$ cat src/pkg/susp_pin_pkg.sv
package susp_pin_pkg;

    // -------------------------------------------------------------
    // Register indices and byte addresses
    // -------------------------------------------------------------
    localparam int unsigned ADDR_W = 12;
    localparam logic [11:0] IDX_SUSPEND_LEVEL   = 12'h06A;
    localparam logic [11:0] IDX_SUSPEND_DRIVE   = 12'h06B;
    localparam logic [11:0] IDX_CHIP_REVISION   = 12'h260;
    localparam logic [11:0] IDX_USB_INDICATOR   = 12'h262;
    localparam logic [11:0] ADDR_SUSPEND_LEVEL  = 12'(IDX_SUSPEND_LEVEL * 4);
    localparam logic [11:0] ADDR_SUSPEND_DRIVE  = 12'(IDX_SUSPEND_DRIVE * 4);
    localparam logic [11:0] ADDR_CHIP_REVISION  = 12'(IDX_CHIP_REVISION * 4);
    localparam logic [11:0] ADDR_USB_INDICATOR  = 12'(IDX_USB_INDICATOR * 4);

    // -------------------------------------------------------------
    // Field layout
    // -------------------------------------------------------------
    localparam int unsigned PIN_N        = 14;
    localparam int unsigned OVERRIDE_BIT = 15;
    localparam int unsigned IND_LEVEL_BIT = 13;
    localparam int unsigned IND_SEL_LSB  = 10;
    localparam logic [15:0] PIN_MASK     = 16'h3CCF;
    localparam logic [15:0] DRIVE_MASK   = 16'hBCCF;

    // -------------------------------------------------------------
    // Reset values
    // -------------------------------------------------------------
    localparam logic [15:0] SUSPEND_LEVEL_RST = 16'h0000;
    localparam logic [15:0] SUSPEND_DRIVE_RST = 16'h0000;
    localparam logic [2:0]  IND_SEL_RST       = 3'h0;

    // -------------------------------------------------------------
    // Indicator select codes
    // -------------------------------------------------------------
    localparam logic [2:0] SEL_HI_SUSP_RST  = 3'h0;
    localparam logic [2:0] SEL_HI_SUSP      = 3'h1;
    localparam logic [2:0] SEL_HI_SUSP_CFG  = 3'h2;
    localparam logic [2:0] SEL_HI_RST       = 3'h3;
    localparam logic [2:0] SEL_HI_SUSP_RST2 = 3'h4;
    localparam logic [2:0] SEL_LO_SUSP      = 3'h5;
    localparam logic [2:0] SEL_LO_SUSP_CFG  = 3'h6;
    localparam logic [2:0] SEL_LO_RST       = 3'h7;

    // -------------------------------------------------------------
    // Types
    // -------------------------------------------------------------
    typedef enum logic [1:0] {
        MODE_RUN      = 2'b00,
        MODE_HOLD     = 2'b01,
        MODE_OVERRIDE = 2'b10
    } mode_type;

    typedef struct packed {
        logic        psel;
        logic        penable;
        logic        pwrite;
        logic [11:0] paddr;
        logic [31:0] pwdata;
        logic [3:0]  pstrb;
    } apb_req_type;

    typedef struct packed {
        logic [31:0] prdata;
        logic        pready;
        logic        pslverr;
    } apb_rsp_type;

    typedef struct packed {
        logic [13:0] level;
        logic [13:0] open_drain;
    } pin_drive_type;

    typedef struct packed {
        logic        suspended;
        logic        bus_reset;
        logic        configured;
        logic        high_power;
    } usb_state_type;

endpackage

$ cat src/design/indicator_select.sv
module indicator_select (
    // Selection
    input  wire logic [2:0]                  sel,
    // USB condition
    input  wire susp_pin_pkg::usb_state_type usb,
    // Result
    output logic                             level
);

    import susp_pin_pkg::*;

    logic susp_or_cfg;

    // Unconfigured counts only for the high power class
    assign susp_or_cfg = usb.suspended | (usb.high_power & ~usb.configured);

    always_comb begin
        unique case (sel)
            SEL_HI_SUSP_RST:  level = usb.suspended | usb.bus_reset;
            SEL_HI_SUSP:      level = usb.suspended;
            SEL_HI_SUSP_CFG:  level = susp_or_cfg;
            SEL_HI_RST:       level = usb.bus_reset;
            SEL_HI_SUSP_RST2: level = usb.suspended | usb.bus_reset;
            SEL_LO_SUSP:      level = ~usb.suspended;
            SEL_LO_SUSP_CFG:  level = ~susp_or_cfg;
            SEL_LO_RST:       level = ~usb.bus_reset;
        endcase
    end

endmodule // indicator_select

$ cat src/design/suspend_pin_control.sv
// What this block does
// - Override clear: outputs keep present level and driver type on suspend.
// - Override set: on suspend, outputs take programmed level and driver type.
// - Modem-status drive bits: 0 push-pull, 1 open drain.
// - Transmit, direction, CTS, RTS, clock drive bits: 0 push-pull, 1 open drain.
// - Indicator level field reads live pin level; writes ignored.
// - Select 000 suspend or reset, 001 suspend, 011 reset, all high.
// - Select 010: suspend, plus unconfigured when high power, drives high.
// - Select 100 behaves exactly like 000.
// - 101 low on suspend, 111 low on reset, 110 inverse of 010.
// - Drive register and indicator select reset to zero.
// - Level register bit set gives 1, clear gives 0, under override.
module suspend_pin_control #(
    parameter logic [15:0] CHIP_REVISION_CODE = 16'h00A5 // Arbitrary value
)(
    // Clock and reset
    input  wire logic                        pclk,
    input  wire logic                        presetn,
    // APB slave
    input  wire susp_pin_pkg::apb_req_type   apb_req,
    output susp_pin_pkg::apb_rsp_type        apb_rsp,
    // USB condition from the device core
    input  wire susp_pin_pkg::usb_state_type usb,
    // Normal functional pin drive
    input  wire susp_pin_pkg::pin_drive_type func_drive,
    // Pin drive towards the pads
    output susp_pin_pkg::pin_drive_type      pin_drive,
    output logic                             usb_indicator_two
);

    import susp_pin_pkg::*;

    // -------------------------------------------------------------
    // State
    // -------------------------------------------------------------
    typedef struct packed {
        mode_type      mode;
        logic [15:0]   level_ctl;
        logic [15:0]   drive_ctl;
        logic [2:0]    ind_sel;
        pin_drive_type drive;
        logic          ind;
        logic          susp_d;
        apb_rsp_type   rsp;
    } state_type;

    state_type state_ff;
    state_type nxt_state;
    logic      ind_level;

    // -------------------------------------------------------------
    // Helpers
    // -------------------------------------------------------------
    function automatic logic [15:0] merge_write(
        input logic [15:0] old,
        input logic [31:0] wdata,
        input logic [3:0]  strb,
        input logic [15:0] mask
    );
        logic [15:0] lanes;
        lanes = {{8{strb[1]}}, {8{strb[0]}}} & mask;
        return (old & ~lanes) | (wdata[15:0] & lanes);
    endfunction

    function automatic logic addr_hit(
        input logic [11:0] addr
    );
        return (addr == ADDR_SUSPEND_LEVEL) || (addr == ADDR_SUSPEND_DRIVE)
            || (addr == ADDR_CHIP_REVISION) || (addr == ADDR_USB_INDICATOR);
    endfunction

    // -------------------------------------------------------------
    // Indicator decode
    // -------------------------------------------------------------
    indicator_select u_indicator_select (
        .sel   (state_ff.ind_sel),
        .usb   (usb),
        .level (ind_level)
    );

    // -------------------------------------------------------------
    // Next state
    // -------------------------------------------------------------
    logic        setup;
    logic        access_done;
    logic [15:0] rd_word;
    pin_drive_type ovr_drive;

    assign setup       = apb_req.psel & ~apb_req.penable;
    assign access_done = apb_req.psel & apb_req.penable & state_ff.rsp.pready;

    assign ovr_drive.level      = state_ff.level_ctl[PIN_N-1:0];
    assign ovr_drive.open_drain = state_ff.drive_ctl[PIN_N-1:0];

    always_comb begin
        unique case (apb_req.paddr)
            ADDR_SUSPEND_LEVEL: rd_word = state_ff.level_ctl;
            ADDR_SUSPEND_DRIVE: rd_word = state_ff.drive_ctl;
            ADDR_CHIP_REVISION: rd_word = CHIP_REVISION_CODE;
            ADDR_USB_INDICATOR: begin
                rd_word = 16'h0000;
                rd_word[IND_LEVEL_BIT] = state_ff.ind;
                rd_word[IND_SEL_LSB +: 3] = state_ff.ind_sel;
            end
            default:            rd_word = 16'h0000;
        endcase
    end

    always_comb begin
        nxt_state        = state_ff;
        nxt_state.susp_d = usb.suspended;
        nxt_state.ind    = ind_level;

        // Bus response: no wait state, yet every answer comes from a flop
        if (access_done) begin
            nxt_state.rsp = '0;
        end else if (setup) begin
            nxt_state.rsp.pready  = 1'b1;
            nxt_state.rsp.pslverr = ~addr_hit(apb_req.paddr);
            nxt_state.rsp.prdata  = apb_req.pwrite ? 32'h0000_0000
                                                   : {16'h0000, rd_word};
        end

        // Register writes land on the completing edge only
        if (access_done && apb_req.pwrite) begin
            unique case (apb_req.paddr)
                ADDR_SUSPEND_LEVEL: begin
                    nxt_state.level_ctl = merge_write(state_ff.level_ctl,
                        apb_req.pwdata, apb_req.pstrb, PIN_MASK);
                end
                ADDR_SUSPEND_DRIVE: begin
                    nxt_state.drive_ctl = merge_write(state_ff.drive_ctl,
                        apb_req.pwdata, apb_req.pstrb, DRIVE_MASK);
                end
                ADDR_USB_INDICATOR: begin
                    // Level bit is read only; only the select moves
                    if (apb_req.pstrb[1]) begin
                        nxt_state.ind_sel =
                            apb_req.pwdata[IND_SEL_LSB +: 3];
                    end
                end
                default: begin
                end
            endcase
        end

        // Suspend handling
        unique case (state_ff.mode)
            MODE_RUN: begin
                nxt_state.drive = func_drive;
                if (usb.suspended && !state_ff.susp_d) begin
                    if (state_ff.drive_ctl[OVERRIDE_BIT]) begin
                        nxt_state.mode  = MODE_OVERRIDE;
                        nxt_state.drive = ovr_drive;
                    end else begin
                        nxt_state.mode  = MODE_HOLD;
                        nxt_state.drive = state_ff.drive;
                    end
                end
            end
            MODE_HOLD: begin
                if (!usb.suspended) begin
                    nxt_state.mode  = MODE_RUN;
                    nxt_state.drive = func_drive;
                end
            end
            MODE_OVERRIDE: begin
                nxt_state.drive = ovr_drive;
                if (!usb.suspended) begin
                    nxt_state.mode  = MODE_RUN;
                    nxt_state.drive = func_drive;
                end
            end
            default: begin
                nxt_state.mode  = MODE_RUN;
                nxt_state.drive = func_drive;
            end
        endcase
    end

    // -------------------------------------------------------------
    // Registers
    // -------------------------------------------------------------
    always_ff @(posedge pclk or negedge presetn) begin
        if (!presetn) begin
            state_ff.mode      <= MODE_RUN;
            state_ff.level_ctl <= SUSPEND_LEVEL_RST;
            state_ff.drive_ctl <= SUSPEND_DRIVE_RST;
            state_ff.ind_sel   <= IND_SEL_RST;
            state_ff.drive     <= '0;
            state_ff.ind       <= 1'b0;
            state_ff.susp_d    <= 1'b0;
            state_ff.rsp       <= '0;
        end else begin
            state_ff <= nxt_state;
        end
    end

    assign apb_rsp           = state_ff.rsp;
    assign pin_drive         = state_ff.drive;
    assign usb_indicator_two = state_ff.ind;

    logic [15:0] prev_level_ctl;
    logic [15:0] prev_drive_ctl;
    assign prev_level_ctl = state_ff.level_ctl;
    assign prev_drive_ctl = state_ff.drive_ctl;
endmodule // suspend_pin_control

$ cat config.mk
export PLATFORM = sky130hd
export DESIGN_NAME = suspend_pin_control
export DESIGN_NICKNAME = d
export VERILOG_FILES = /design/src/pkg/susp_pin_pkg.sv /design/src/design/indicator_select.sv /design/src/design/suspend_pin_control.sv
export SDC_FILE = /design/constraint.sdc
export NUM_CORES = 1
export LEC_CHECK = 0
export ABC_CLOCK_PERIOD_IN_PS = 3400
export BUFFER_PORTS_ARGS = -buffer_cell sky130_fd_sc_hd__buf_2
export CORE_ASPECT_RATIO = 0.9
export CORE_MARGIN = 8
export CORE_UTILIZATION = 40
export CTS_CLUSTER_DIAMETER = 40
export DETAILED_ROUTE_END_ITERATION = 16
export PLACE_DENSITY = 0.7
export SYNTH_ARGS = -nofsm -noshare
export SYNTH_HDL_FRONTEND = slang
export SYNTH_SLANG_ARGS = --single-unit
$ cat constraint.sdc
create_clock -name pclk -period 3.4 [get_ports pclk]
set_input_delay 0.68 -clock pclk [delete_from_list [all_inputs] [get_ports pclk]]
set_output_delay 0.68 -clock pclk [all_outputs]
set_load 0.01 [all_outputs]
==> reports/metrics.cfg, run 1 <==
[outcome]
outcome = finished clean

[logic_synthesis]
synth_top_area_cell = dfrtp_1
ys_seq_elements = 70
netlist_area_mm2 = 0.003815
synthCells = 379
yosysUniqueCellTypes = 47
yosysWarnings = 0
avgSynthCellArea_um2 = 10.07
ys_seq_area_share_pct = 45.92
netlist.area_leader.share_pct = 45.92
synth_top_cells_by_area = dfrtp_1 46%, buf_4 12%, mux2_2 7.1%

[placement]
io_buffer_count = 104
dp_hpwl_um = 7276
routabilityCongestion = 0.7845
place_area_mm2 = 0.004085

[worst_setup_path]
path_max_fanout = 16
start_kind = input pin
slowest_stage = or4b_2
endpoint_kind = flop
crit_family = simple AND/OR/NAND/NOR gates
cp_data_required_time_ns = 3.63
critical_path_arrival_ns = 2.60
max_stage_delay_ns = 0.88
crit_path_start = apb_req[38]
critPathBufInv = 1
rr_startpoint = apb_rsp[1]$_DFFE_PN0P_
path_cells = buf_2 > or4b_2 > nor4_2 > mux2_2
path_class = in2reg

[sta]
timing.hold.ws_ns = 0.4787
worst_slew_pin_slew_ns = 0.9117
post-route-min-period_ns = 2.369
slew_headroom_pct = 39.22
fmax_mhz = 422.1
rsz0062_at_grt = false
finalCritPeriodShare_pct = 69.69
finalMaxSlewViolations = 0
tns_ns = 0
clock_skew_ns = 0.008758
hold_violations = 0
setup_violations = 0

[floorplanning]
die_area_mm2 = 0.01292
ioPinCount = 148
die_h_um = 108.6
die_width_um = 118.9
start_util_pct = 40.21
row_count = 34
core-area_mm2 = 0.009487

[power_and_ir_drop]
sw_frac_of_total_pct = 30.59
p_leak_nw = 2.089
intPower_mw = 1.657
clkPwrFrac_pct = 34.4
irDropWorstVdd_mv = 0.2246
p_comb_share_pct = 22.9
p_per_area_mw_per_mm2 = 551.1
seqPwrFrac_pct = 42.7
p_sw_mw = 0.7302

[clock_tree]
cts_hold_buf = 0
numCtsBuffers = 9
clock_path_buffers = 2
cts-htree-levels = 3
clk_pin_slew_ns = 0.08
clk_latency_ns = 0.34
numClockSinks = 70
cts_tree = yes
ctsResizeCount = 0
postCtsSetupBuffers = 0
root_buffer = clkbuf_8

[final_layout]
fin_area_mm2 = 0.004332
final_nets = 530
drive_gt1_share_pct = 36.91
syn2layout_area_growth_pct = 13.55
diodes = 0

[min_path]
hp-start = pin_drive[12]$_DFFE_PN0P_
hold_path.class = reg2reg

[drt]
final_antenna_net_count = 0
via_per_inst = 4.972
drt-total-wl_um = 9470
drcViolationCount = 0
wire_per_inst_um = 16.53
drt_iter0_markers = 144
num_vias = 2849
first_pass_iters = 4

[global_route]
antenna_found_initial = 0
grt_usage_pct = 14.82
grt_pass1_wl_um = 15410
grt_pass1_vias = 2955
grt_max_degree = 71
grt_overflow_total = 0

[flow_run]
drv_cap = 0

-- worst paths after layout --
kind                       cells past startpoint  slack (ns)                        end
setup / recovery                               4        1.03   state_ff[64]$_DFFE_PN0P_
hold / removal                                 2        0.48  pin_drive[12]$_DFFE_PN0P_
setup reg to reg                               4        1.48                       flop
hold reg to reg                                2        0.48  pin_drive[12]$_DFFE_PN0P_
max in group asynchronous                      2        2.26   pin_drive[5]$_DFFE_PN0P_
min in group asynchronous                      2        0.53     apb_rsp[4]$_DFFE_PN0P_
-- cell type report --
class | instances | area, um2
inverters | 10 | 37.54
repair buffers | 110 | 565.5
multi-input cells | 241 | 1573
flip-flops and latches | 70 | 1752
clock buffers | 9 | 123.9
fillers | 930 | 5155
well taps | 126 | 157.7
clock inverters | 7 | 122.6
-- worst register-to-register path, delay by kind of cell (launching register included) --
| family | cells | cell delay, ns |
|---|---|---|
| mux | 1 | 0.36 |
| flops | 1 | 0.40 |
| simple gates | 3 | 1.05 |
-- placed cells by master (no fill, tap or decap), types with 2 or more instances in the layout --
cell type,netlist,layout
a21oi_1,5,5
a22oi_1,28,28
a41oi_1,4,4
and3_1,2,2
and4_1,2,2
buf_2,2,104
buf_4,62,6
bufinv_16,0,3
clkbuf_8,0,9
clkinv_4,0,2
clkinvlp_4,0,2
conb_1,1,20
dfrtp_1,70,70
ha_1,3,3
inv_1,10,10
mux2_2,24,24
mux2_4,4,4
mux2i_1,3,3
nand2_1,54,54
nand2b_1,4,4
nand3_1,7,7
nand4b_1,3,3
nor2_1,3,3
nor3_1,6,6
nor3b_1,2,2
o211ai_1,2,2
o21a_1,3,3
o21ai_0,38,38
or2_2,2,2
or3b_4,2,2
-- kinds of logic after synthesis --
kind of cell / synth area share [%]
and+or+nand+nor: 13.58
AOI/OAI and AO/OA: 15.25
buffers and inverters: 14.73
DFF: 45.92
muxes: 9.446
adders and majority gates: 0.9840
other: 0.09830
-- routing by layer --
layer	track usage, %	up-vias	wire [um]
met1	19.68	1345	4398
met5	0	-	0
met2	22.53	107	4221
met4	2.705	0	57
li1	-	1390	-
met3	6.056	7	791
-- through the flow --
| step | util [%] | setup WS [ns] | power (mW) | std cells |
|---|---|---|---|---|
| after floorplan | - | 0.9628 | 1.512 | 398 |
| after global placement | 43.06 | 0.6998 | 1.573 | 557 |
| after detailed placement | 43.06 | 0.6527 | 1.596 | 557 |
| after CTS | 45.66 | 1.031 | 2.423 | 573 |
| after global routing | 45.66 | 0.9643 | 2.532 | 573 |
| final | 45.66 | 1.031 | 2.387 | 573 |
-- power by group through the flow --
stage          logic [mW]  registers, mW  clock network, mW
2_1_floorplan       0.487           1.03                  0
3_3_place_gp        0.542           1.03                  0
3_5_place_dp        0.556           1.04                  0
4_1_cts             0.556           1.02              0.844
5_1_grt             0.617           1.04              0.878
6_report            0.547           1.02              0.820
-- synthesized netlist by cell type, drive strengths merged --
cell type and number:
o22ai 1, mux2i 3, nor2b 1, nand4b 3
buf 64, nor3b 3, nand2 54, o221a 1
and4 2, dfrtp 70, nand2b 4, o21ai 39
a41oi 4, or4b 1, conb 1, inv 10
nor3 7, clkbuf 13, a21oi 5, a32o 1
o211ai 2, nand4bb 1, or3b 3, nor4 2
a21o 1, o32a 1, o311ai 1, o21a 3
ha 3, a22oi 28, nand3b 1, a21boi 1
mux2 28, nand3 7, a32oi 1, or2 2
and3 2, nor2 3, a22o 1, or4 1
Power figures use the tool's default switching activity.
==> run 2, diff against run 1 <==
Settings changed: ABC_CLOCK_PERIOD_IN_PS 3400 to 2400.
Clock period 3.4 ns to 2.4 ns, I/O delays scaled along.
==> run 2 against run 1 <==
Against the previous run: flip-flop and latch count unchanged; cell count up 1.6%; utilization up 0.45 points; count of clock-buffer cells in the layout up 1; critical path depth up 1; non-clock buffer count up 8; wire length up 1.4%; sequential power up 42%; via count up 1.6%.
==> reports/metrics.cfg, run 2 (synthesized netlist as in run 1, its figures left out) <==
[drt]
via_per_inst = 4.974  ; was 4.972
final_antenna_net_count = 0  ; unchanged
wire_per_inst_um = 16.49  ; was 16.53 um
drt_iter0_markers = 151  ; was 144
drcViolationCount = 0  ; unchanged
num_vias = 2895  ; was 2849
first_pass_iters = 5  ; was 4
drt-total-wl_um = 9599  ; was 9470 um

[final_layout]
utilization_pct = 46.11  ; was 45.66%
fin_cells = 582  ; was 573
final_nets = 538  ; was 530
drive_gt1_share_pct = 37.80  ; was 36.91%
mostFrequentLayoutCells = 104 x buf_2, 70 x dfrtp_1, 54 x nand2_1  ; unchanged
final_common_cell = buf_2  ; unchanged
fillers = 919  ; was 930
syn2layout_area_growth_pct = 14.66  ; was 13.55%
fin_area_mm2 = 0.004374  ; was 0.004332 mm2

[worst_setup_path]
endpoint_kind = flop  ; unchanged
max_stage_delay_ns = 0.58  ; was 0.88 ns
start_kind = input pin  ; unchanged
slowest_stage = or4_1  ; was or4b_2
crit_family = simple AND/OR/NAND/NOR gates  ; unchanged
critical_path_arrival_ns = 2.29  ; was 2.60 ns
cp_common_cell = or3b_4
critPathBufInv = 1  ; unchanged
cp_data_required_time_ns = 2.62  ; was 3.63 ns
path_max_fanout = 4  ; was 16
path_cells = buf_2 > or3b_4 > or3b_4 > or4_1 > mux2_4  ; was buf_2 > or4b_2 > nor4_2 > mux2_2
path_class = in2reg  ; unchanged

[placement]
io_buffer_count = 104  ; unchanged
routabilityCongestion = 0.7525  ; was 0.7845
dp_hpwl_um = 7366  ; was 7276 um
placed_cells = 565  ; was 557
place_area_mm2 = 0.004158  ; was 0.004085 mm2
place_ws_ns = -0.02352  ; was 0.6527 ns

[clock_tree]
cts-htree-levels = 3  ; unchanged
cts_hold_buf = 0  ; unchanged
numClockSinks = 70  ; unchanged
ctsResizeCount = 0  ; unchanged
clock_path_buffers = 2  ; unchanged
cts_tree = yes  ; unchanged
clk_latency_ns = 0.35  ; was 0.34 ns
clk_pin_slew_ns = 0.07  ; was 0.08 ns
numCtsBuffers = 9  ; unchanged
postCtsSetupBuffers = 0  ; unchanged
root_buffer = clkbuf_8  ; unchanged

[sta]
hold_violations = 0  ; unchanged
setup_slack_ns = 0.3366  ; was 1.031 ns
slew_headroom_pct = 65.92  ; was 39.22%
clock_skew_ns = 0.01133  ; was 0.008758 ns
setup_violations = 0  ; unchanged
finalCritPeriodShare_pct = 85.98
timing.hold.ws_ns = 0.1525  ; was 0.4787 ns
worst_slew_pin_slew_ns = 0.5100  ; was 0.9117 ns
post-route-min-period_ns = 2.063
finalMaxSlewViolations = 0  ; unchanged
fmax_mhz = 484.6
rsz0062_at_grt = false  ; unchanged

[power_and_ir_drop]
irDropWorstVdd_mv = 0.3053  ; was 0.2246 mV
p_per_area_mw_per_mm2 = 745.8  ; was 551.1 mW/mm2
p_leak_nw = 2.122  ; was 2.089 nW

[floorplanning]
core-area_mm2 = 0.009487  ; unchanged
die_h_um = 108.6  ; unchanged
start_util_pct = 40.21  ; unchanged
row_count = 34  ; unchanged
ioPinCount = 148  ; unchanged
die_area_mm2 = 0.01292  ; unchanged
die_width_um = 118.9  ; unchanged

[global_route]
antenna_found_initial = 1  ; was 0
grt_pass1_wl_um = 15600  ; was 15410 um
grt_pass1_vias = 3115  ; was 2955
grt_overflow_total = 0  ; unchanged
grt_max_degree = 71  ; unchanged
grt_usage_pct = 15.03  ; was 14.82%

[outcome]
outcome = finished clean  ; unchanged

[flow_run]
drv_cap = 0  ; unchanged

[min_path]
hold_path.class = in2async  ; was reg2reg

[run 2: cell count changes in the layout (fill, tap and decap cells not counted), sizes merged]
cell      before  now
clkinv         2    3
clkinvlp       2    1
diode          0    1
bufinv         3    2
clkbuf         9   10
buf          110  118
[run 2: stage by stage]
step	setup TNS, ns	power (mW)
2_1_floorplan	0	2.143
3_3_place_gp	0	2.232
4_1_cts	0	3.301
6_report	0	3.262
3_5_place_dp	-0.06895	2.266
5_1_grt	0	3.463
[run 2: final timing paths]
kind                       cells past startpoint                        end                startpoint  slack (ns)
max                                            5                       flop               apb_req[40]        0.34
min                                            2     apb_rsp[8]$_DFFE_PN0P_                   presetn        0.15
max reg2reg                                    4                       flop    apb_rsp[1]$_DFFE_PN0P_        0.49
min reg2reg                                    2   pin_drive[9]$_DFFE_PN0P_  pin_drive[9]$_DFFE_PN0P_        0.48
max in group asynchronous                      2  pin_drive[25]$_DFFE_PN0P_                   presetn        1.95
min in group pclk                              1     state_ff[34]$_DFF_PN0_                    usb[3]        0.34
[run 2: cell type report]
type                            count  area, um2  share of cell area [%]
Inverter                           10      37.54                  0.8581
Sequential cell                    70       1752                   40.05
Clock inverter                      6      86.33                   1.974
Antenna cell                        1      2.502                 0.05721
Clock buffer                       10      127.6                   2.918
Multi-Input combinational cell    241       1573                   35.96
Tap cell                          126      157.7                   3.604
Timing Repair Buffer              118      638.1                   14.59
[run 2: power breakdown]
group	leakage (nW)	total, mW	internal, mW	switching (mW)
Clock	0.106	1.03	0.583	0.447
Combinational	1.09	0.787	0.304	0.482
Sequential	0.923	1.45	1.36	0.0898
[run 2: worst register-to-register path, delay by kind of cell, from the launching register on]
family | cells | cell delay (ns)
DFF | 1 | 0.40
muxes | 1 | 0.35
and+or+nand+nor | 3 | 1.03
[run 2: per-layer routing]
| layer | GRT usage, % | vias up | share of wire (%) |
|---|---|---|---|
| met5 | 0 | - | 0 |
| met4 | 4.779 | 0 | 1.4 |
| met1 | 19.28 | 1370 | 47 |
| met2 | 22.85 | 110 | 43 |
| li1 | - | 1404 | - |
| met3 | 6.056 | 11 | 8.0 |
==> run 3, diff against run 2 <==
Settings changed: ABC_AREA from default to 0, ABC_CLOCK_PERIOD_IN_PS 2400 to 1690, PLACE_DENSITY 0.7 to 0.72.
Clock period 2.4 ns to 1.69 ns, I/O delays scaled along.
==> run 3 against run 2 <==
Against the previous run: critical path depth is the same; the flow now finishes with violations (negative hold slack, negative setup slack); wire length grew 5.7%; clock power grew 60%; non-clock buffer count grew 29; first-iteration DRC count grew 31%; sequential share of layout area shrank 3.4 points; global-route usage grew 0.25 points; flip-flop and latch count is the same; register-to-register slack lost 0.48 ns; final area grew 9.2%; sequential power grew 42%.
==> reports/metrics.cfg, run 3 (synthesized netlist as in run 1, its figures left out) <==
[outcome]
outcome = finished, violations left  ; was finished clean
failed_checks = negative hold slack, negative setup slack

[power_and_ir_drop]
p_per_area_mw_per_mm2 = 1061  ; was 745.8 mW/mm2
p_sw_mw = 1.510  ; was 1.019 mW
p_leak_nw = 2.334  ; was 2.122 nW
clkPwrFrac_pct = 32.6  ; was 31.6%
irDropWorstVdd_mv = 0.4827  ; was 0.3053 mV
p_comb_share_pct = 26.7  ; was 24.1%
seqPwrFrac_pct = 40.8  ; was 44.3%
intPower_mw = 3.554  ; was 2.243 mW
sw_frac_of_total_pct = 29.82  ; was 31.23%

[sta]
setup_violations = 15  ; was 0
rsz0062_at_grt = true  ; was false
finalMaxSlewViolations = 0  ; unchanged
hold_violations = 2  ; was 0
post-route-min-period_ns = 1.807
finalCritPeriodShare_pct = 106.9
clock_skew_ns = 0.009745  ; was 0.01133 ns
timing.hold.ws_ns = -0.003996  ; was 0.1525 ns
setup_slack_ns = -0.1168  ; was 0.3366 ns
fmax_mhz = 553.5

[floorplanning]
die_h_um = 108.6  ; unchanged
start_util_pct = 40.21  ; unchanged
row_count = 34  ; unchanged
core-area_mm2 = 0.009487  ; unchanged
ioPinCount = 148  ; unchanged
die_width_um = 118.9  ; unchanged
die_area_mm2 = 0.01292  ; unchanged

[placement]
place_area_mm2 = 0.004362  ; was 0.004158 mm2
routabilityCongestion = 0.7698  ; was 0.7525
io_buffer_count = 104  ; unchanged
dp_hpwl_um = 7578  ; was 7366 um
place_ws_ns = -0.5784  ; was -0.02352 ns

[drt]
wire_per_inst_um = 16.63  ; was 16.49 um
drcViolationCount = 0  ; unchanged
first_pass_iters = 4  ; was 5
final_antenna_net_count = 0  ; unchanged
drt_iter0_markers = 198  ; was 151
num_vias = 3029  ; was 2895
drt-total-wl_um = 10140  ; was 9599 um
via_per_inst = 4.966  ; was 4.974

[clock_tree]
clk_latency_ns = 0.34  ; was 0.35 ns
cts_tree = yes  ; unchanged
numCtsBuffers = 9  ; unchanged
root_buffer = clkbuf_8  ; unchanged
cts_hold_buf = 0  ; unchanged
numClockSinks = 70  ; unchanged
clk_pin_slew_ns = 0.07  ; about the same
cts-htree-levels = 3  ; unchanged
clock_path_buffers = 2  ; unchanged

[final_layout]
utilization_pct = 50.33  ; was 46.11%
multi_input_comb_area_mm2 = 0.001659  ; was 0.001573 mm2
final_common_cell = buf_2  ; unchanged
ff_latch_area_mm2 = 0.001752  ; unchanged
drive_gt1_share_pct = 42.77  ; was 37.80%
mostFrequentLayoutCells = 104 x buf_2, 70 x dfrtp_1, 54 x nand2_1  ; unchanged
syn2layout_area_growth_pct = 25.16  ; was 14.66%
fillers = 849  ; was 919
final_nets = 567  ; was 538
diodes = 0  ; was 1
fin_area_mm2 = 0.004775  ; was 0.004374 mm2

[global_route]
grt_max_degree = 71  ; unchanged
grt_usage_pct = 15.27  ; was 15.03%
grt_pass1_wl_um = 15860  ; was 15600 um
grt_pass1_vias = 3116  ; was 3115
grt_overflow_total = 0  ; unchanged
antenna_found_initial = 0  ; was 1

[flow_run]
drv_cap = 0  ; unchanged

[worst_setup_path]
critical_path_arrival_ns = 2.03  ; was 2.29 ns
path_class = in2reg  ; unchanged
start_kind = input pin  ; unchanged
path_max_fanout = 4  ; unchanged
endpoint_kind = flop  ; unchanged
cp_data_required_time_ns = 1.91  ; was 2.62 ns

[min_path]
hold_path.class = in2async  ; unchanged

==> run 3: changes by cell type in the layout (fill, tap and decap cells not counted), moves of 2 or more <==
cell / delta
buf_6: +4
mux2_4: +12
buf_4: +21
o21ai_0: -11
clkbuf_16: +2
mux2_2: -12
o21ai_1: +11
==> run 3: final cells by class <==
cell class	count	area share [%]
flip-flops and latches	70	36.69
multi-input cells	241	34.75
repair buffers	147	19.31
well taps	126	3.302
clock buffers	10	2.883
clock inverters	6	2.280
inverters	10	0.7862
==> run 3: critical path: stages <==
cell and delay, ns:
buf_6 0.09, or3b_4 0.39, or3b_4 0.41, or4_4 0.49, mux2_4 0.31
==> run 3: final timing paths <==
kind	endpoint	depth (start not counted)	slack (ns)	from
worst max-delay path	flop	5	-0.12	apb_req[40]
worst min register to register	pin_drive[5]$_DFFE_PN0P_	2	0.48	pin_drive[5]$_DFFE_PN0P_
worst max register to register	flop	4	0.01	apb_rsp[1]$_DFFE_PN0P_
worst min-delay path	pin_drive[8]$_DFFE_PN0P_	2	-0.004	presetn
max in group asynchronous	async pin	2	1.38	presetn
min in group pclk	state_ff[34]$_DFF_PN0_	1	0.20	usb[3]
==> run 3: through the flow <==
step	setup TNS (ns)	std cells	total power [mW]
after floorplan	-5.870	398	3.075
after global placement	-9.772	585	3.247
after detailed placement	-10.41	585	3.296
after CTS	-0.9634	601	4.954
after global routing	-1.620	610	5.390
final	-0.9971	610	5.065
==> run 3: what timing repair did <==
action                                  4_1_cts  5_1_grt
endpoints found under the setup margin       15       44
gates resized for setup                       8        7
setup buffers                                 0        5
endpoints found under the hold margin         0        0
pin swaps                                     3        5
gates cloned                                  0        4
==> run 3: power groups by stage <==
| stage | clock network [mW] | registers (mW) | logic, mW |
|---|---|---|---|
| 6_report | 1.65 | 2.06 | 1.35 |
| 5_1_grt | 1.78 | 2.09 | 1.52 |
| 4_1_cts | 1.69 | 2.06 | 1.20 |
| 3_5_place_dp | 0 | 2.10 | 1.20 |
| 3_3_place_gp | 0 | 2.07 | 1.17 |
| 2_1_floorplan | 0 | 2.06 | 1.01 |
==> run 3: per-layer routing <==
| metal | part of all wire [%] | global-route usage (%) | wire, um | vias up |
|---|---|---|---|---|
| li1 | - | - | - | 1469 |
| met1 | 45 | 19.45 | 4544 | 1456 |
| met2 | 48 | 23.94 | 4849 | 102 |
| met3 | 7.1 | 6.418 | 723 | 2 |
| met4 | 0.25 | 3.246 | 25 | 0 |
| met5 | 0 | 0 | 0 | - |
